<file path="src/verilog/dsl_params.svh">
// Constants of the serial load front end: word layout, addresses, reset values, host timing.
// Behaviour
// - A 24-bit shift register collects one command word per frame from serial_in.
// - Each falling serial clock edge inside a frame samples serial_in and shifts.
// - Frame sync low opens a frame and enables shifting on following falling edges.
// - Rising frame sync closes the frame and transfers the word toward the output.
// - With load_output_n low, each new value reaches the output at frame close.
// - With load_output_n high, only the input register updates; output waits for load fall.
// - Reset pin low returns every register and the output to power-on state; the code leaves the edge flops sclk_prev_q, load_prev_q and so_q out of it.
// - force_clear_code_n low loads the clear code into the DAC register at once.
// - Clear code is read in the current coding, straight binary or twos complement.
// - Bit 23 is read/write, bits 22 to 20 address, bits 19 to 0 data.
// - Words shift most significant bit first, bit 23 arrives first.
`ifndef DSL_PARAMS_SVH
`define DSL_PARAMS_SVH

// ==========================================================================
// Word layout
`define DSL_WORD_BITS 24
`define DSL_WORD_MSB 23
`define DSL_CNT_FULL 5'h18
`define DSL_RW_BIT 23
`define DSL_ADDR_HI 22
`define DSL_ADDR_LO 20
`define DSL_CODE_HI 19
`define DSL_CODE_LO 4
`define DSL_CTRL_TWOS_BIT 1

// ==========================================================================
// Register addresses and reset values
`define DSL_ADDR_DAC 3'h1
`define DSL_ADDR_CTRL 3'h2
`define DSL_ADDR_CLR 3'h3
`define DSL_CODE_RESET 16'h0000
`define DSL_WORD_RESET 24'h000000
`define DSL_TWOS_MASK 16'h8000

// ==========================================================================
// Host serial clock ceilings, in MHz
`define DSL_SCLK_WRITE_MAX_MHZ 35
`define DSL_SCLK_READ_MAX_MHZ 16

`endif

</file>
<file path="src/verilog/dsl_pkg.sv">
// Types shared by the serial load front end.
package dsl_pkg;
   typedef logic [15:0] dsl_code_type;
   typedef logic [23:0] dsl_word_type;
   typedef enum logic [1:0]
   {
      DSL_ST_IDLE = 2'b01,
      DSL_ST_SHIFT = 2'b10
   } dsl_state_type;
endpackage

</file>
<file path="src/verilog/dsl_top.sv">
// Serial load front end of a 16-bit DAC: shift register, input and DAC registers, load and clear.
`include "dsl_params.svh"

module dsl_top (
   // System clock and reset
   input wire logic clk,
   input wire logic rst,
   // Serial link pins
   input wire logic sclk,
   input wire logic frame_n,
   input wire logic serial_in,
   output logic serial_out,
   output logic serial_out_oe,
   // Control pins
   input wire logic load_output_n,
   input wire logic force_clear_code_n,
   input wire logic reset_pin_n,
   // Converter side
   output dsl_pkg::dsl_code_type input_code,
   output dsl_pkg::dsl_code_type dac_code,
   output dsl_pkg::dsl_code_type output_code,
   output logic output_update
);
   import dsl_pkg::*;

   // ======================================================================
   // Pin synchronisation and edge detection
   logic [5:0] pins_s;
   logic sclk_s;
   logic frame_s;
   logic sdi_s;
   logic load_s;
   logic clear_s;
   logic rpin_s;
   logic sclk_prev_q;
   logic load_prev_q;

   dsl_sync #(.W(6)) u_sync (
      .clk(clk),
      .rst(rst),
      .async_in({sclk, frame_n, serial_in, load_output_n, force_clear_code_n, reset_pin_n}),
      .sync_out(pins_s)
   );

   assign sclk_s = pins_s[5];
   assign frame_s = pins_s[4];
   assign sdi_s = pins_s[3];
   assign load_s = pins_s[2];
   assign clear_s = pins_s[1];
   assign rpin_s = pins_s[0];

   always_ff @(posedge clk or posedge rst)
   begin
      if (rst)
      begin
         sclk_prev_q <= 1'b1;
         load_prev_q <= 1'b1;
      end
      else
      begin
         sclk_prev_q <= sclk_s;
         load_prev_q <= load_s;
      end
   end

   // Converter code seen by the analog side is always straight binary.
   function automatic dsl_code_type to_binary(input dsl_code_type code, input logic twos);
      to_binary = twos ? (code ^ `DSL_TWOS_MASK) : code;
   endfunction

   // ======================================================================
   // Frame control and shifting
   dsl_state_type state_q;
   dsl_state_type state_d;
   dsl_word_type shift_q;
   dsl_word_type shift_d;
   logic [4:0] cnt_q;
   logic [4:0] cnt_d;
   logic sclk_fall;
   logic load_fall;
   logic shift_en;
   logic close;
   logic word_ok;
   logic is_write;
   logic [2:0] addr;

   assign sclk_fall = sclk_prev_q & ~sclk_s;
   assign load_fall = load_prev_q & ~load_s;
   assign shift_en = sclk_fall & ~frame_s;
   assign close = (state_q == DSL_ST_SHIFT) & frame_s;
   assign word_ok = (cnt_q == `DSL_CNT_FULL);
   // MSB first: each new bit enters at bit 0 and older bits move up.
   assign shift_d = shift_en ? {shift_q[`DSL_WORD_MSB-1:0], sdi_s} : shift_q;
   assign is_write = ~shift_q[`DSL_RW_BIT];
   assign addr = shift_q[`DSL_ADDR_HI:`DSL_ADDR_LO];

   always_comb
   begin
      state_d = state_q;
      cnt_d = cnt_q;
      unique case (state_q)
         DSL_ST_IDLE:
         begin
            cnt_d = shift_en ? 5'h01 : 5'h00;
            if (!frame_s)
            begin
               state_d = DSL_ST_SHIFT;
            end
         end
         DSL_ST_SHIFT:
         begin
            // Extra bits keep only the last 24; the count saturates at a full word.
            if (shift_en && !word_ok)
            begin
               cnt_d = cnt_q + 5'h01;
            end
            if (frame_s)
            begin
               state_d = DSL_ST_IDLE;
               cnt_d = 5'h00;
            end
         end
         default:
         begin
            state_d = DSL_ST_IDLE;
            cnt_d = 5'h00;
         end
      endcase
   end

   // ======================================================================
   // Register stages
   dsl_code_type input_q;
   dsl_code_type input_d;
   dsl_code_type dac_q;
   dsl_code_type dac_d;
   dsl_code_type clr_q;
   dsl_code_type clr_d;
   dsl_code_type outc_q;
   logic twos_q;
   logic twos_d;
   logic upd_q;
   logic upd_d;
   logic wr_ok;
   logic wr_dac;

   assign wr_ok = close & word_ok & is_write;
   assign wr_dac = wr_ok & (addr == `DSL_ADDR_DAC);
   assign input_d = wr_dac ? shift_q[`DSL_CODE_HI:`DSL_CODE_LO] : input_q;
   assign clr_d = (wr_ok && addr == `DSL_ADDR_CLR) ? shift_q[`DSL_CODE_HI:`DSL_CODE_LO] : clr_q;
   assign twos_d = (wr_ok && addr == `DSL_ADDR_CTRL) ? shift_q[`DSL_CTRL_TWOS_BIT] : twos_q;

   // Clear wins over load events, so a held clear pins the output to the clear code.
   always_comb
   begin
      dac_d = dac_q;
      upd_d = 1'b0;
      if (!clear_s)
      begin
         dac_d = clr_q;
         upd_d = 1'b1;
      end
      else if (wr_dac && !load_s)
      begin
         dac_d = input_d;
         upd_d = 1'b1;
      end
      else if (load_fall)
      begin
         dac_d = input_q;
         upd_d = 1'b1;
      end
   end

   // The reset pin is sampled through the synchroniser, so it acts a few clocks late.
   always_ff @(posedge clk or posedge rst)
   begin
      if (rst)
      begin
         state_q <= DSL_ST_IDLE;
         shift_q <= `DSL_WORD_RESET;
         cnt_q <= 5'h00;
         input_q <= `DSL_CODE_RESET;
         dac_q <= `DSL_CODE_RESET;
         clr_q <= `DSL_CODE_RESET;
         twos_q <= 1'b0;
         upd_q <= 1'b0;
         outc_q <= `DSL_CODE_RESET;
      end
      else if (!rpin_s)
      begin
         state_q <= DSL_ST_IDLE;
         shift_q <= `DSL_WORD_RESET;
         cnt_q <= 5'h00;
         input_q <= `DSL_CODE_RESET;
         dac_q <= `DSL_CODE_RESET;
         clr_q <= `DSL_CODE_RESET;
         twos_q <= 1'b0;
         upd_q <= 1'b0;
         outc_q <= `DSL_CODE_RESET;
      end
      else
      begin
         state_q <= state_d;
         shift_q <= shift_d;
         cnt_q <= cnt_d;
         input_q <= input_d;
         dac_q <= dac_d;
         clr_q <= clr_d;
         twos_q <= twos_d;
         upd_q <= upd_d;
         outc_q <= to_binary(dac_q, twos_q);
      end
   end

   // ======================================================================
   // Serial output: the shifted-out top bit, driven only inside a frame
   logic so_q;
   logic so_oe_q;

   always_ff @(posedge clk or posedge rst)
   begin
      if (rst)
      begin
         so_q <= 1'b0;
         so_oe_q <= 1'b0;
      end
      else
      begin
         so_q <= shift_q[`DSL_WORD_MSB];
         so_oe_q <= ~frame_s & rpin_s;
      end
   end

   assign serial_out = so_q;
   assign serial_out_oe = so_oe_q;
   assign input_code = input_q;
   assign dac_code = dac_q;
   assign output_code = outc_q;
   assign output_update = upd_q;
endmodule

</file>
<file path="src/verilog/dsl_sync.sv">
// Two flip-flop synchroniser for a group of asynchronous pins.
module dsl_sync #(
   parameter int W = 6
) (
   // Clock and reset
   input wire logic clk,
   input wire logic rst,
   // Pins in, settled levels out
   input wire logic [W-1:0] async_in,
   output logic [W-1:0] sync_out
);
   logic [W-1:0] meta_q;

   // Pins idle high, so both stages reset to ones.
   always_ff @(posedge clk or posedge rst)
   begin
      if (rst)
      begin
         meta_q <= '1;
         sync_out <= '1;
      end
      else
      begin
         meta_q <= async_in;
         sync_out <= meta_q;
      end
   end
endmodule

</file>
<file path="config.mk">
export PLATFORM = sky130hd
export DESIGN_NAME = dsl_top
export DESIGN_NICKNAME = d
export VERILOG_FILES = /design/src/verilog/dsl_pkg.sv /design/src/verilog/dsl_top.sv /design/src/verilog/dsl_sync.sv
export VERILOG_INCLUDE_DIRS = /design/src /design/src/verilog
export SDC_FILE = /design/constraint.sdc
export NUM_CORES = 1
export LEC_CHECK = 0
export BUFFER_PORTS_ARGS = -buffer_cell sky130_fd_sc_hd__clkbuf_2
export CAP_MARGIN = 0
export CORE_ASPECT_RATIO = 0.5
export CORE_MARGIN = 2
export CORE_UTILIZATION = 45
export CTS_CLUSTER_SIZE = 8
export DETAILED_ROUTE_END_ITERATION = 10
export PLACE_DENSITY_LB_ADDON = 0.08
export RECOVER_POWER = 25
export REMOVE_ABC_BUFFERS = 1
export SKIP_LAST_GASP = 1
export SLEW_MARGIN = 10
export SYNTH_ARGS = -nofsm -noshare
export SYNTH_HDL_FRONTEND = slang
export SYNTH_HIERARCHICAL = 1
export SYNTH_SLANG_ARGS = --single-unit
</file>
<file path="constraint.sdc">
create_clock -name clk -period 4.6 [get_ports clk]
set_input_delay 0.23 -clock clk [delete_from_list [all_inputs] [get_ports clk]]
set_output_delay 0.23 -clock clk [all_outputs]
set_load 0.02 [all_outputs]
</file>
## After elaboration in Yosys (flattened, before gate mapping)

Cells that the tools add are included.

- Add/sub/neg operators: 1
- Multiply operators: 0
- Div/mod/pow operators: 0
- Equal/unequal tests: 13
- Bitwise gates (word level): 13
- Shift operators: 0
- Multiplexer cells: 27
- Reduce and logical (&&, ||, !) cells: 7
- $lt $le $gt $ge: 0

Operator list:

| kind | count |
|---|---|
| $mux 16 | 10 |
| $mux 24 | 2 |
| $mux 5 | 3 |
| $pmux 5 s2 | 1 |
| $and 1x1->1 | 8 |
| $mux 1 | 7 |
| $eq 3x2->1 const B | 2 |
| $mux 2 | 3 |
| $ne 2x2->1 const B | 3 |
| $add 5x1->5 const B | 1 |
| $eq 5x5->1 const B | 1 |
| $not 1->1 | 5 |
| $logic_and 1x1->1 | 4 |
| $ne 4x3->1 const B | 1 |
| $ne 4x4->1 const B | 1 |
| $pmux 2 s2 | 1 |
| $eq 3x1->1 const B | 1 |
| $ne 3x2->1 const B | 1 |
| $ne 3x3->1 const B | 1 |
| $eq 2x1->1 const B | 1 |
| $eq 2x2->1 const B | 1 |
| $logic_not 1->1 | 2 |
| $reduce_and 2->1 | 1 |

- Latch bits: 0
- Register bits after elaboration: 113
- Logic and storage cells: 76
- Memories: 0
- Output and inout port bits: 51
- ROM bits: 0
- Bits in writable memories: 0

## Longest topological paths before layout

Gate-level depths: netlist of the first run.

- Depth in word-level cells: 9
- Gate-level depth with buffers: 10
- Mapped depth without buffers: 6

## By module

The synthesis of the first run kept the hierarchy.

By module, submodules not included:

| module | times used | area each (µm²) | cells each |
|---|---|---|---|
| dsl_top | 1 | 4341.7 | 443 |
| dsl_sync | 1 | 319.1 | 13 |

## Worst setup path after synthesis of the first run

No wires, ideal clock.

- Path type: register -> register
- Start point: reg state_q[0]
- End point: reg dac_q[0] (netlist: dac_code[0])
- Cell stages (with the launch flop): 10
- Clock period less this slack: 2.008 ns
- Required time: 4.474 ns
- Setup slack: 2.592 ns
- Arrival time: 1.882 ns
- Path through: dfstp_2 > inv_1 > ha_1 > and4bb_1 > buf_4 > and3_1 > buf_6 > buf_12 > mux2i_1 > a221o_1

- Longest elaborated chain between the ends: 9
- Elaborated cells between the ends (all ways): 11
- Those cells by class: 2 x eq/ne; 4 x mux; 4 x bitwise; 1 x reduce/logical

RTL lines:

| element | RTL line | RTL |
|---|---|---|
| from (decl) | dsl_top.sv:73 | `dsl_state_type state_q;` |
| from (signal assigned) | dsl_top.sv:204 | `state_q <= state_d;` |
| $eq 2x2->1 * | dsl_top.sv:90 | `assign close = (state_q == DSL_ST_SHIFT) & frame_s;` |
| $and 1x1->1 * | dsl_top.sv:90 |  |
| $and 1x1->1 * (2 in a row) | dsl_top.sv:147 | `assign wr_ok = close & word_ok & is_write;` |
| $and 1x1->1 * | dsl_top.sv:148 | `` assign wr_dac = wr_ok & (addr == `DSL_ADDR_DAC); `` |
| $mux 16 or $logic_and 1x1->1 (tied branches) | dsl_top.sv:149, dsl_top.sv:163 |  |
| $mux 16 | dsl_top.sv:163 | `else if (wr_dac && !load_s)` |
| $mux 16 | dsl_top.sv:158 | `if (!clear_s)` |
| $mux 16 | dsl_top.sv:190 | `else if (!rpin_s)` |
| to (signal assigned) | dsl_top.sv:184 | `` dac_q <= `DSL_CODE_RESET; `` |
| to (signal assigned) | dsl_top.sv:196 | `` dac_q <= `DSL_CODE_RESET; `` |
| to (decl) | dsl_top.sv:135 | `dsl_code_type dac_q;` |

Mark *: on every way between the ends. The rest lies on a longest branch, timed or not.
A chain may end at the register's enable or synchronous reset.

## Worst setup path after layout of the first run

- Start point: reg cnt_q[0]
- End point: reg dac_q[12] (netlist: dac_code[12])

- Longest elaborated chain between the ends: 8
- Elaborated cells between the ends (all ways): 10
- Those cells by class: 2 x eq/ne; 4 x mux; 3 x bitwise; 1 x reduce/logical

RTL lines:

| element | RTL line | RTL |
|---|---|---|
| from (decl) | dsl_top.sv:77 | `logic [4:0] cnt_q;` |
| from (signal assigned) | dsl_top.sv:206 | `cnt_q <= cnt_d;` |
| $eq 5x5->1 (no line) * | -- |  |
| $and 1x1->1 * (2 in a row) | dsl_top.sv:147 |  |
| $and 1x1->1 * | dsl_top.sv:148 |  |
| $mux 16 or $logic_and 1x1->1 (tied branches) | dsl_top.sv:149, dsl_top.sv:163 |  |
| $mux 16 | dsl_top.sv:163 |  |
| $mux 16 | dsl_top.sv:158 |  |
| $mux 16 | dsl_top.sv:190 |  |

Marks and branches as above.

==> results.ini, run 1 <==
[run_status]
status = finished, violations left
failed_checks = max-capacitance violations, max-slew violations

[synth]
ys_top_cells_by_area = dfrtp_1 (53%), nand2_1 (11%), dfstp_2 (8.5%), a21oi_1 (6.1%), mux2i_1 (3.0%)
ys_seq_area_frac = 0.611
synth_top_cell_by_area = dfrtp_1
synth-edff-count = 0
synthesis.instances = 456
synth_seq_cells = 113
synth_top_area_frac = 0.526
synth_warnings = 6
synth_flop_cell = dfrtp_1
postSynth.asyncResetShare = 1.00
yosysMostFrequentCell = nand2_1
yosysUniqueCellTypes = 46
netlist_area_mm2 = 0.00466
synth_commonest_cells = nand2_1 (137), dfrtp_1 (98), a21oi_1 (57)
postSynthAreaPerCell_um2 = 10.2

[detailed_routing]
viasPerCell = 5.26
drc = 0
drt_iter0_markers = 243
antenna_left = 0
wl_um = 10900
post_drt_wl_per_cell_um = 16.4
dr.pass1.iters = 5
vias = 3502

[timing]
clock_skew_ps = 12.1
rsz0062_at_grt = no
hold_slack_ps = 111
period_needed_ps = 2640
clock.fmax_ghz = 0.378
max_slew_margin = -1.22
setup_viol = 0
tightest_slew_ps = 3310
hold_viol = 0
timing.final.ws_setup_ps = 1960
period_share = 0.575
fin_setup_tns_ps = 0
drv_slew = 74

[floorplan]
io-pin-count = 59
num_rows = 26
coreArea_mm2 = 0.0101
dieArea_mm2 = 0.0112
die_h_um = 76.0
die_x_um = 148
start_util = 0.459

[power_and_ir_drop]
clockPowerShare = 0.546
swShare = 0.214
power_mw = 2.42
power.internal_mw = 1.90
power_frac_comb = 0.032
pwr-share-seq = 0.422
power.density_mw_per_mm2 = 429
p_leak_nw = 2.55
switching_power_mw = 0.520
irDropWorstVdd_mv = 0.279

[clocking]
cts_tree = yes
numClockSinks = 113
cts_root_buf = clkbuf_16
clk_latency_ps = 410
cts_buffers = 17
cts-resized-gates = 0
cts_htree_levels = 4
path_clk_slew_ps = 50
clockBufferDepth = 2

[finish]
post-route-util = 0.557
area_growth_pct = 21.3
fin_nets = 525
regArea_mm2 = 0.00285
diodes = 0
final_cells = 666
stdcell_area_mm2 = 0.00565
nFillCells = 909
drive_gt1_frac = 0.205
multi_input_area_mm2 = 0.00161

[worst_hold_path]
hp-class = in2async

[grt]
use_met1 = 0.294
track_usage = 0.206
first_global_vias = 3463
grt_use_met3 = 0.0578
grt.busiest_layer = met2
antenna_found_initial = 0
grt_overflow = 0
grt_start_max_net_pins = 74
grt_first_pass_wirelength_um = 18000
grt_use_met2 = 0.310

[critical_path]
cp_cell_sequence = inv_1 > ha_1 > and4b_1 > and3_1 > buf_4 > mux2i_1 > a221o_1
crit_arrival_ps = 2930
worstSetupEndpointType = flip-flop
required_ps = 4890
worst_path_largest_cell_delay_ps = 750
path_class = reg2reg
crit_family = simple AND/OR/NAND/NOR gates
cp_max_fo = 18
cp-start-kind = flip-flop
crit_buf_inv = 2
cpMaxStageDelayCell = and3_1

[placement]
place.gp.congestion = 0.784
pre_cts_slack_ps = 1950
io_buffers = 58
dp_hpwl_um = 6150
dp_cells = 628
placed_cell_area_mm2 = 0.00500

[job]
maxCapViolations = 1

-- state kept, by name, summed over array words and instances, names as in the netlist --
signal / count
clr_q: 16
cnt_q: 5
dac_code: 16
input_code: 16
load_prev_q: 1
output_code: 16
output_update: 1
sclk_prev_q: 1
serial_out: 1
serial_out_oe: 1
shift_q: 24
state_q: 2
twos_q: 1
u_sync/meta_q: 6
u_sync/sync_out: 6
-- cells by family (layout without fill, tap and decap cells) --
group                    count (synthesis)  after routing  synth area share
adder cells (fa/ha/maj)                  4              4            0.0107
AO/OA/AOI/OAI                           92             92             0.123
multiplexers                            14             14            0.0301
flip-flops                             113            113             0.611
buffers and inverters                   41            111            0.0432
XOR/XNOR                                 2              2           0.00376
AND/OR/NAND/NOR                        190            190             0.179
-- layer usage --
metal | up-vias | wire [µm]
met5 | - | 0
met1 | 1726 | 5220
met3 | 10 | 717
li1 | 1660 | -
met4 | 0 | 99
met2 | 106 | 4870
-- worst paths after layout --
kind                                                     end                       start  slack, ps  depth (start not counted)
worst max-delay path                dac_code[12]$_DFFE_PP0P_        cnt_q[0]$_DFFE_PP0P_       1960                          7
worst min-delay path              u_sync/meta_q[1]$_DFF_PP1_                         rst        110                          2
worst max register to register      dac_code[12]$_DFFE_PP0P_        cnt_q[0]$_DFFE_PP0P_       1960                          7
worst min register to register  u_sync/sync_out[5]$_DFF_PP1_  u_sync/meta_q[5]$_DFF_PP1_        350                          0
max in group asynchronous               clr_q[1]$_DFFE_PP0P_                         rst       2280                          3
min in group clk                u_sync/sync_out[5]$_DFF_PP1_  u_sync/meta_q[5]$_DFF_PP1_        350                          0
-- layout by cell type, fill, tap and decap left out, types with 6 or more instances in the layout --
master         Yosys  layout
nand2_1          137     137
dfrtp_1           98      98
a21oi_1           57      57
clkbuf_2           1      57
clkbuf_16          0      17
nand3_1           14      14
mux2i_1           14      14
and2_1            13      13
a221o_1           13      13
dfstp_2           15      13
nor2_1             9       9
inv_1             10       9
o21ai_0            7       7
dlygate4sd3_1      0       6
-- timing repair --
item                      4_1_cts  5_1_grt
hold buffers                    6        0
hold endpoints to repair        6        0
buffers inserted                0        0
-- final cells by class --
type                    count  share of cell area
clock buffers              22              0.0821
clock inverters            10              0.0237
inverters                  11             0.00752
multi-input cells         302               0.285
flip-flops and latches    113               0.503
well taps                 140              0.0310
repair buffers             68              0.0671
-- power groups by stage --
stage               Combinational [mW]  Sequential (mW)  Clock (mW)
global placement                0.0739             1.04           0
finish                          0.0769             1.02        1.32
floorplan                       0.0452             1.04           0
global route                    0.0863             1.02        1.40
CTS                             0.0785             1.02        1.35
detailed placement              0.0735             1.04           0
(Power assumes the default switching activity.)
==> run 2, diff against run 1 <==
==> constraint.sdc (replaced) <==
create_clock -name clk -period 2.5 [get_ports clk]
set_input_delay 0.125 -clock clk [delete_from_list [all_inputs] [get_ports clk]]
set_output_delay 0.125 -clock clk [all_outputs]
set_load 0.02 [all_outputs]
==> run 2 against run 1 <==
Against the previous run: the run still ends with max-capacitance violations, max-slew violations left; cell count increased by 1.8%; clock power increased by 90%; utilization is 1.2 points higher; critical endpoint is now dac_code[4]$_DFFE_PP0P_; largest cell class unchanged.
==> results.ini, run 2 (synthesis results as in run 1) <==
[run_status]
status = finished, violations left
failed_checks = max-capacitance violations, max-slew violations

[critical_path]
cpMaxStageDelayCell = dfrtp_1
required_ps = 2790  ; -2100 ps
cp_cell_sequence = inv_1 > ha_1 > and4b_1 > and3_1 > buf_4 > mux2i_1 > a221o_1
worstSetupEndpointType = flip-flop
cp-start-kind = flip-flop
reg2regPathDepth = 7  ; unchanged
crit_family = simple AND/OR/NAND/NOR gates
crit_buf_inv = 2  ; unchanged
crit_arrival_ps = 2430  ; -500 ps
cp_num_cells = 7  ; unchanged
path_class = reg2reg
worst_path_largest_cell_delay_ps = 400  ; -350 ps
cp_max_fo = 32  ; +14

[detailed_routing]
drc = 0  ; unchanged
drt_iter0_markers = 174  ; -28%
antenna_left = 0  ; unchanged
dr.pass1.iters = 5  ; unchanged
viasPerCell = 5.16  ; -1.9%
vias = 3496  ; -0.17%
post_drt_wl_per_cell_um = 15.6  ; -4.8%
wl_um = 10600  ; -3.1%

[timing]
clock_skew_ps = 12.4  ; +0.229 ps
rsz0062_at_grt = no
period_needed_ps = 2140  ; -500 ps
hold_viol = 0  ; unchanged
clock.fmax_ghz = 0.466  ; +23%
period_share = 0.858  ; +0.283
max_slew_margin = -0.0688  ; +1.15
drv_slew = 40  ; -46%
fin_setup_tns_ps = 0  ; unchanged
tightest_slew_ps = 1600  ; -1710 ps
setup_viol = 0  ; unchanged

[finish]
final_cell_mix = nand2_1 (137), dfrtp_1 (98), a21oi_1 (57)
drive_gt1_frac = 0.219  ; +0.0140
largest_reg_flops = 24  ; unchanged
final_cells = 678  ; +1.8%
regMostFlops = shift_q
area_growth_pct = 24.0
fin_nets = 537  ; +2.3%
diodes = 0  ; unchanged
layout_commonest_cell = nand2_1
nFillCells = 900  ; -0.99%

[clocking]
numClockSinks = 113  ; unchanged
cts_htree_levels = 4  ; unchanged
cts_root_buf = clkbuf_16
clockBufferDepth = 2  ; unchanged
postCtsHoldBufs = 7  ; +1
cts-resized-gates = 0  ; unchanged
cts_tree = yes
path_clk_slew_ps = 60  ; about the same
clk_latency_ps = 410  ; about the same
cts_setup_buffers = 0  ; unchanged
cts_buffers = 17  ; unchanged

[placement]
place.gp.congestion = 0.781  ; -0.28%
io_buffers = 58  ; unchanged
dp_cells = 639  ; +1.8%
dp_hpwl_um = 6450  ; +5.0%

[floorplan]
start_util = 0.459  ; unchanged
num_rows = 26  ; unchanged
coreArea_mm2 = 0.0101  ; unchanged
dieArea_mm2 = 0.0112  ; unchanged
die_x_um = 148  ; unchanged
die_h_um = 76.0  ; unchanged
io-pin-count = 59  ; unchanged

[grt]
grt_overflow = 0  ; unchanged
first_global_vias = 3502  ; +1.1%
grt_first_pass_wirelength_um = 17800  ; -1.6%
grt_start_max_net_pins = 63  ; -15%
track_usage = 0.204  ; -0.00213
antenna_found_initial = 0  ; unchanged

[worst_hold_path]
hp-class = in2reg
hold_depth = 2

[job]
maxCapViolations = 1  ; unchanged

[power_and_ir_drop]
power_mw = 4.54  ; +87%
irDropWorstVdd_mv = 0.551  ; +98%
switching_power_mw = 0.993  ; +91%
power.internal_mw = 3.55  ; +86%
swShare = 0.219  ; +0.00425
clockPowerShare = 0.553  ; +0.007
power_frac_comb = 0.034  ; +0.002
pwr-share-seq = 0.413  ; -0.009
p_leak_nw = 2.61  ; +2.4%
power.density_mw_per_mm2 = 786  ; +83%

==> run 2: cell count changes in the layout (fill, tap and decap cells not counted) <==
| cell | delta |
|---|---|
| clkinvlp_2 | -1 |
| dlygate4sd3_1 | +1 |
| buf_4 | +10 |
| inv_6 | +1 |
| clkbuf_8 | +1 |
| clkinv_4 | +1 |
| clkinv_2 | -2 |
| buf_12 | +1 |
| clkbuf_2 | -3 |
| clkinvlp_4 | +2 |
| inv_1 | +1 |
==> run 2: area by class of cell <==
type | instances | area (µm²) | area share
flip-flops and latches | 113 | 2850 | 0.493
clock inverters | 12 | 156 | 0.0271
inverters | 11 | 41.3 | 0.00714
multi-input cells | 302 | 1610 | 0.279
repair buffers | 80 | 480 | 0.0831
well taps | 140 | 175 | 0.0303
clock buffers | 20 | 467 | 0.0808
==> run 2: worst reg2reg max path, cell delays in order, from the launching register on <==
cell	delay (ps)
dfrtp_1	400
inv_1	90
ha_1	130
and4b_1	370
and3_1	200
buf_4	390
mux2i_1	170
a221o_1	270
==> run 2: path summary, 6_finish.rpt <==
kind / from / endpoint / slack, ps
setup / recovery: cnt_q[0]$_DFFE_PP0P_ / dac_code[4]$_DFFE_PP0P_ / 360
hold / removal: serial_in / u_sync/meta_q[3]$_DFF_PP1_ / 350
setup reg to reg: cnt_q[0]$_DFFE_PP0P_ / dac_code[4]$_DFFE_PP0P_ / 360
hold reg to reg: u_sync/meta_q[4]$_DFF_PP1_ / u_sync/sync_out[4]$_DFF_PP1_ / 350
max in group asynchronous: rst / shift_q[11]$_DFFE_PP0P_ / 680
min in group asynchronous: rst / u_sync/meta_q[3]$_DFF_PP1_ / 560
==> run 2: power groups by stage <==
| stage | combinational, mW | clock (mW) | sequential, mW |
|---|---|---|---|
| global route | 0.175 | 2.64 | 1.88 |
| floorplan | 0.0831 | 0 | 1.91 |
| finish | 0.155 | 2.51 | 1.88 |
| detailed placement | 0.151 | 0 | 1.91 |
| global placement | 0.151 | 0 | 1.91 |
| CTS | 0.159 | 2.55 | 1.88 |
==> run 2: layer usage <==
| layer | up-vias | part of all wire | GRT usage |
|---|---|---|---|
| met1 | 1708 | 0.48 | 0.287 |
| met5 | - | 0 | 0 |
| met2 | 85 | 0.46 | 0.307 |
| met4 | 0 | 0.0071 | 0.0733 |
| li1 | 1693 | - | - |
| met3 | 10 | 0.055 | 0.0542 |
==> run 2: stage by stage <==
stage	util	hold slack (ps)	worst slack [ps]	area, µm²
floorplan	-	129	-267	4500
global placement	0.502	211	442	5090
detailed placement	0.502	214	398	5090
CTS	0.570	329	365	5790
global route	0.569	340	220	5780
finish	0.569	349	356	5780
==> run 3, diff against run 2 <==
--- a/config.mk
+++ b/config.mk
@@ -20,5 +20,4 @@
 export SLEW_MARGIN = 10
 export SYNTH_ARGS = -nofsm -noshare
 export SYNTH_HDL_FRONTEND = slang
-export SYNTH_HIERARCHICAL = 1
 export SYNTH_SLANG_ARGS = --single-unit
==> run 3 against run 2 <==
Against the previous run: non-clock buffer count shrank 1; highest routed layer unchanged; largest power group unchanged; clock power shrank 4%; clock skew shrank 2.9 ps; cell area shrank 1.1%; cell count shrank 0.44%; via count shrank 1.6%; fmax shrank 0.70%; the run still ends with max-capacitance violations, max-slew violations left.
==> results.ini, run 3 <==
[critical_path]
worst_path_largest_cell_delay_ps = 450  ; +50 ps
cp-start-kind = flip-flop
cp_cell_sequence = inv_1 > ha_1 > and4bb_1 > nand4b_2 > buf_4 > nand3_1 > o211ai_1
cp_max_fo = 13  ; -59%
cpMaxStageDelayCell = nand4b_2
worstSetupEndpointType = flip-flop
required_ps = 2760  ; -30 ps
path_class = reg2reg
crit_arrival_ps = 2420  ; about the same

[clocking]
cts_setup_buffers = 0  ; unchanged
path_clk_slew_ps = 50  ; about the same
clockBufferDepth = 2  ; unchanged
postCtsHoldBufs = 7  ; unchanged
cts_buffers = 17  ; unchanged
cts_tree = yes
cts_htree_levels = 4  ; unchanged
numClockSinks = 113  ; unchanged
clk_latency_ps = 410  ; about the same
cts_root_buf = clkbuf_16
cts-resized-gates = 0  ; unchanged

[timing]
period_needed_ps = 2160  ; +15.1 ps
setup_viol = 0  ; unchanged
drv_slew = 48  ; +20%
hold_slack_ps = 350  ; +0.693 ps
rsz0062_at_grt = no
hold_viol = 0  ; unchanged
clock.fmax_ghz = 0.463  ; -0.70%
timing.final.ws_setup_ps = 341  ; -15.1 ps
period_share = 0.864  ; +0.00603
max_slew_margin = -0.239  ; -0.170
tightest_slew_ps = 1860  ; +255 ps
clock_skew_ps = 9.45  ; -2.91 ps

[power_and_ir_drop]
power.density_mw_per_mm2 = 774  ; -1.5%
irDropWorstVdd_mv = 0.473  ; -14%
clockPowerShare = 0.542  ; -0.011
power.internal_mw = 3.47  ; -2.3%
switching_power_mw = 0.958  ; -3.5%
p_leak_nw = 2.54  ; -2.8%
pwr-share-seq = 0.423  ; +0.010
power_frac_comb = 0.035  ; about the same
swShare = 0.217  ; -0.00203

[synth]
ys_top_cells_by_area = dfrtp_1 (53%), nand2_1 (11%), dfstp_2 (8.5%), a21oi_1 (6.5%), a22oi_1 (2.6%)
synth_warnings = 0  ; -6
synthesis.instances = 455  ; -0.22%
netlist_area_mm2 = 0.00465  ; -0.32%
synth_flop_cell = dfrtp_1
synth_top_cell_by_area = dfrtp_1
yosysUniqueCellTypes = 44  ; -4.3%
synth-edff-count = 0  ; unchanged
synth_commonest_cells = nand2_1 (133), dfrtp_1 (98), a21oi_1 (60)
ys_seq_area_frac = 0.613  ; +0.00197
postSynth.asyncResetShare = 1.00  ; unchanged
synth_seq_cells = 113  ; unchanged
yosysMostFrequentCell = nand2_1
postSynthAreaPerCell_um2 = 10.2  ; -0.10%
synth_top_area_frac = 0.528  ; +0.00170

[worst_hold_path]
hp-class = in2reg

[grt]
use_met1 = 0.292  ; +0.00476
grt.busiest_layer = met2
grt_first_pass_wirelength_um = 17400  ; -1.8%
antenna_found_initial = 0  ; unchanged
track_usage = 0.211  ; +0.00634
grt_use_met3 = 0.0557  ; +0.00147
grt_overflow = 0  ; unchanged
grt_use_met2 = 0.321  ; +0.0140
grt_start_max_net_pins = 56  ; -11%
first_global_vias = 3318  ; -5.3%

[detailed_routing]
wl_um = 10600  ; +0.25%
drt_iter0_markers = 278  ; +60%
antenna_left = 0  ; unchanged
post_drt_wl_per_cell_um = 15.7  ; +0.69%
viasPerCell = 5.10  ; -1.1%
dr.pass1.iters = 5  ; unchanged
vias = 3441  ; -1.6%
drc = 0  ; unchanged

[finish]
area_growth_pct = 23.0
diodes = 0  ; unchanged
layout_commonest_cell = nand2_1
post-route-util = 0.565  ; -0.00448
stdcell_area_mm2 = 0.00572  ; -1.1%
fin_nets = 534  ; -0.56%
largest_reg_flops = 24  ; unchanged
drive_gt1_frac = 0.217  ; -0.00251
regMostFlops = shift_q
final_cell_mix = nand2_1 (133), dfrtp_1 (98), a21oi_1 (60)

[placement]
place.gp.congestion = 0.754  ; -3.5%
dp_hpwl_um = 6420  ; -0.52%
io_buffers = 58  ; unchanged
pre_cts_slack_ps = 351  ; -46.7 ps
placed_cell_area_mm2 = 0.00506  ; -0.57%

[floorplan]
die_x_um = 148  ; -0.16%
num_rows = 26  ; unchanged
io-pin-count = 59  ; unchanged
coreArea_mm2 = 0.0101  ; -0.32%
die_h_um = 75.8  ; -0.15%
start_util = 0.459  ; about the same
dieArea_mm2 = 0.0112  ; -0.31%

[job]
maxCapViolations = 1  ; unchanged

[run_status]
failed_checks = max-capacitance violations, max-slew violations
status = finished, violations left

-- run 3: cell types whose count changed in the layout (fill, tap and decap cells not counted), moves of 3 or more --
cell and delta:
a221o_1 -13, a22oi_1 +13, clkbuf_2 -4, a21oi_1 +3, nand2_1 -4, inv_1 -3, clkbuf_1 +6, mux2i_1 -12
o211ai_1 +11
-- run 3: layout make-up --
| class | instances | area, µm² |
|---|---|---|
| clock inverter | 9 | 105 |
| inverter | 8 | 30.0 |
| multi-input combinational | 303 | 1590 |
| sequential | 113 | 2850 |
| tap | 140 | 175 |
| clock buffer | 23 | 488 |
| timing repair buffer | 79 | 480 |
| fill | 893 | 4400 |
-- run 3: routing by layer --
| metal | up-vias | wire [µm] |
|---|---|---|
| met3 | 8 | 677 |
| met4 | 0 | 82 |
| met2 | 96 | 4790 |
| met5 | - | 0 |
| met1 | 1654 | 5050 |
| li1 | 1683 | - |
-- run 3: stage by stage --
| stage | setup TNS [ps] | instances | power [mW] |
|---|---|---|---|
| after floorplan | -57580 | 424 | 1.99 |
| after global placement | 0 | 636 | 2.05 |
| after detailed placement | 0 | 636 | 2.05 |
| after CTS | 0 | 675 | 4.47 |
| after global routing | 0 | 675 | 4.58 |
| final | 0 | 675 | 4.42 |
-- run 3: final timing paths --
| path | start | depth (start not counted) | endpoint | slack, ps |
|---|---|---|---|---|
| min | frame_n | 2 | u_sync.meta_q[4]$_DFF_PP1_ | 350 |
| min in group asynchronous | rst | 3 | dac_code[11]$_DFFE_PP0P_ | 850 |
| max in group asynchronous | rst | 4 | u_sync.sync_out[1]$_DFF_PP1_ | 520 |
| min reg2reg | u_sync.meta_q[4]$_DFF_PP1_ | 0 | u_sync.sync_out[4]$_DFF_PP1_ | 350 |
| max reg2reg | state_q[0]$_DFFE_PP1P_ | 7 | dac_code[0]$_DFFE_PP0P_ | 340 |
| max | state_q[0]$_DFFE_PP1P_ | 7 | dac_code[0]$_DFFE_PP0P_ | 340 |
-- run 3: worst max-delay path, delay by kind of cell (launching register included) --
family	cells	cell delay, ps
AO/OA/AOI/OAI	1	100
adder cells (fa/ha/maj)	1	220
buffers and inverters	2	390
flip-flops	1	360
AND/OR/NAND/NOR	3	930
-- run 3: power groups by stage --
| stage | clock (mW) | sequential [mW] | combinational (mW) |
|---|---|---|---|
| final | 2.40 | 1.87 | 0.154 |
| after global routing | 2.53 | 1.87 | 0.175 |
| after CTS | 2.44 | 1.87 | 0.159 |
| after detailed placement | 0 | 1.90 | 0.149 |
| after global placement | 0 | 1.90 | 0.150 |
| after floorplan | 0 | 1.90 | 0.0843 |
-- run 3: cells by family (layout without fill, tap and decap cells) --
| group | count (synthesis) | after routing | synth area share |
|---|---|---|---|
| AOI/OAI and AO/OA | 100 | 100 | 0.132 |
| buffers and inverters | 39 | 119 | 0.0450 |
| DFF | 113 | 113 | 0.613 |
| and+or+nand+nor | 194 | 194 | 0.189 |
| adders and majority gates | 4 | 4 | 0.0108 |
| muxes | 3 | 3 | 0.00673 |
| xor gates and xnor gates | 2 | 2 | 0.00377 |
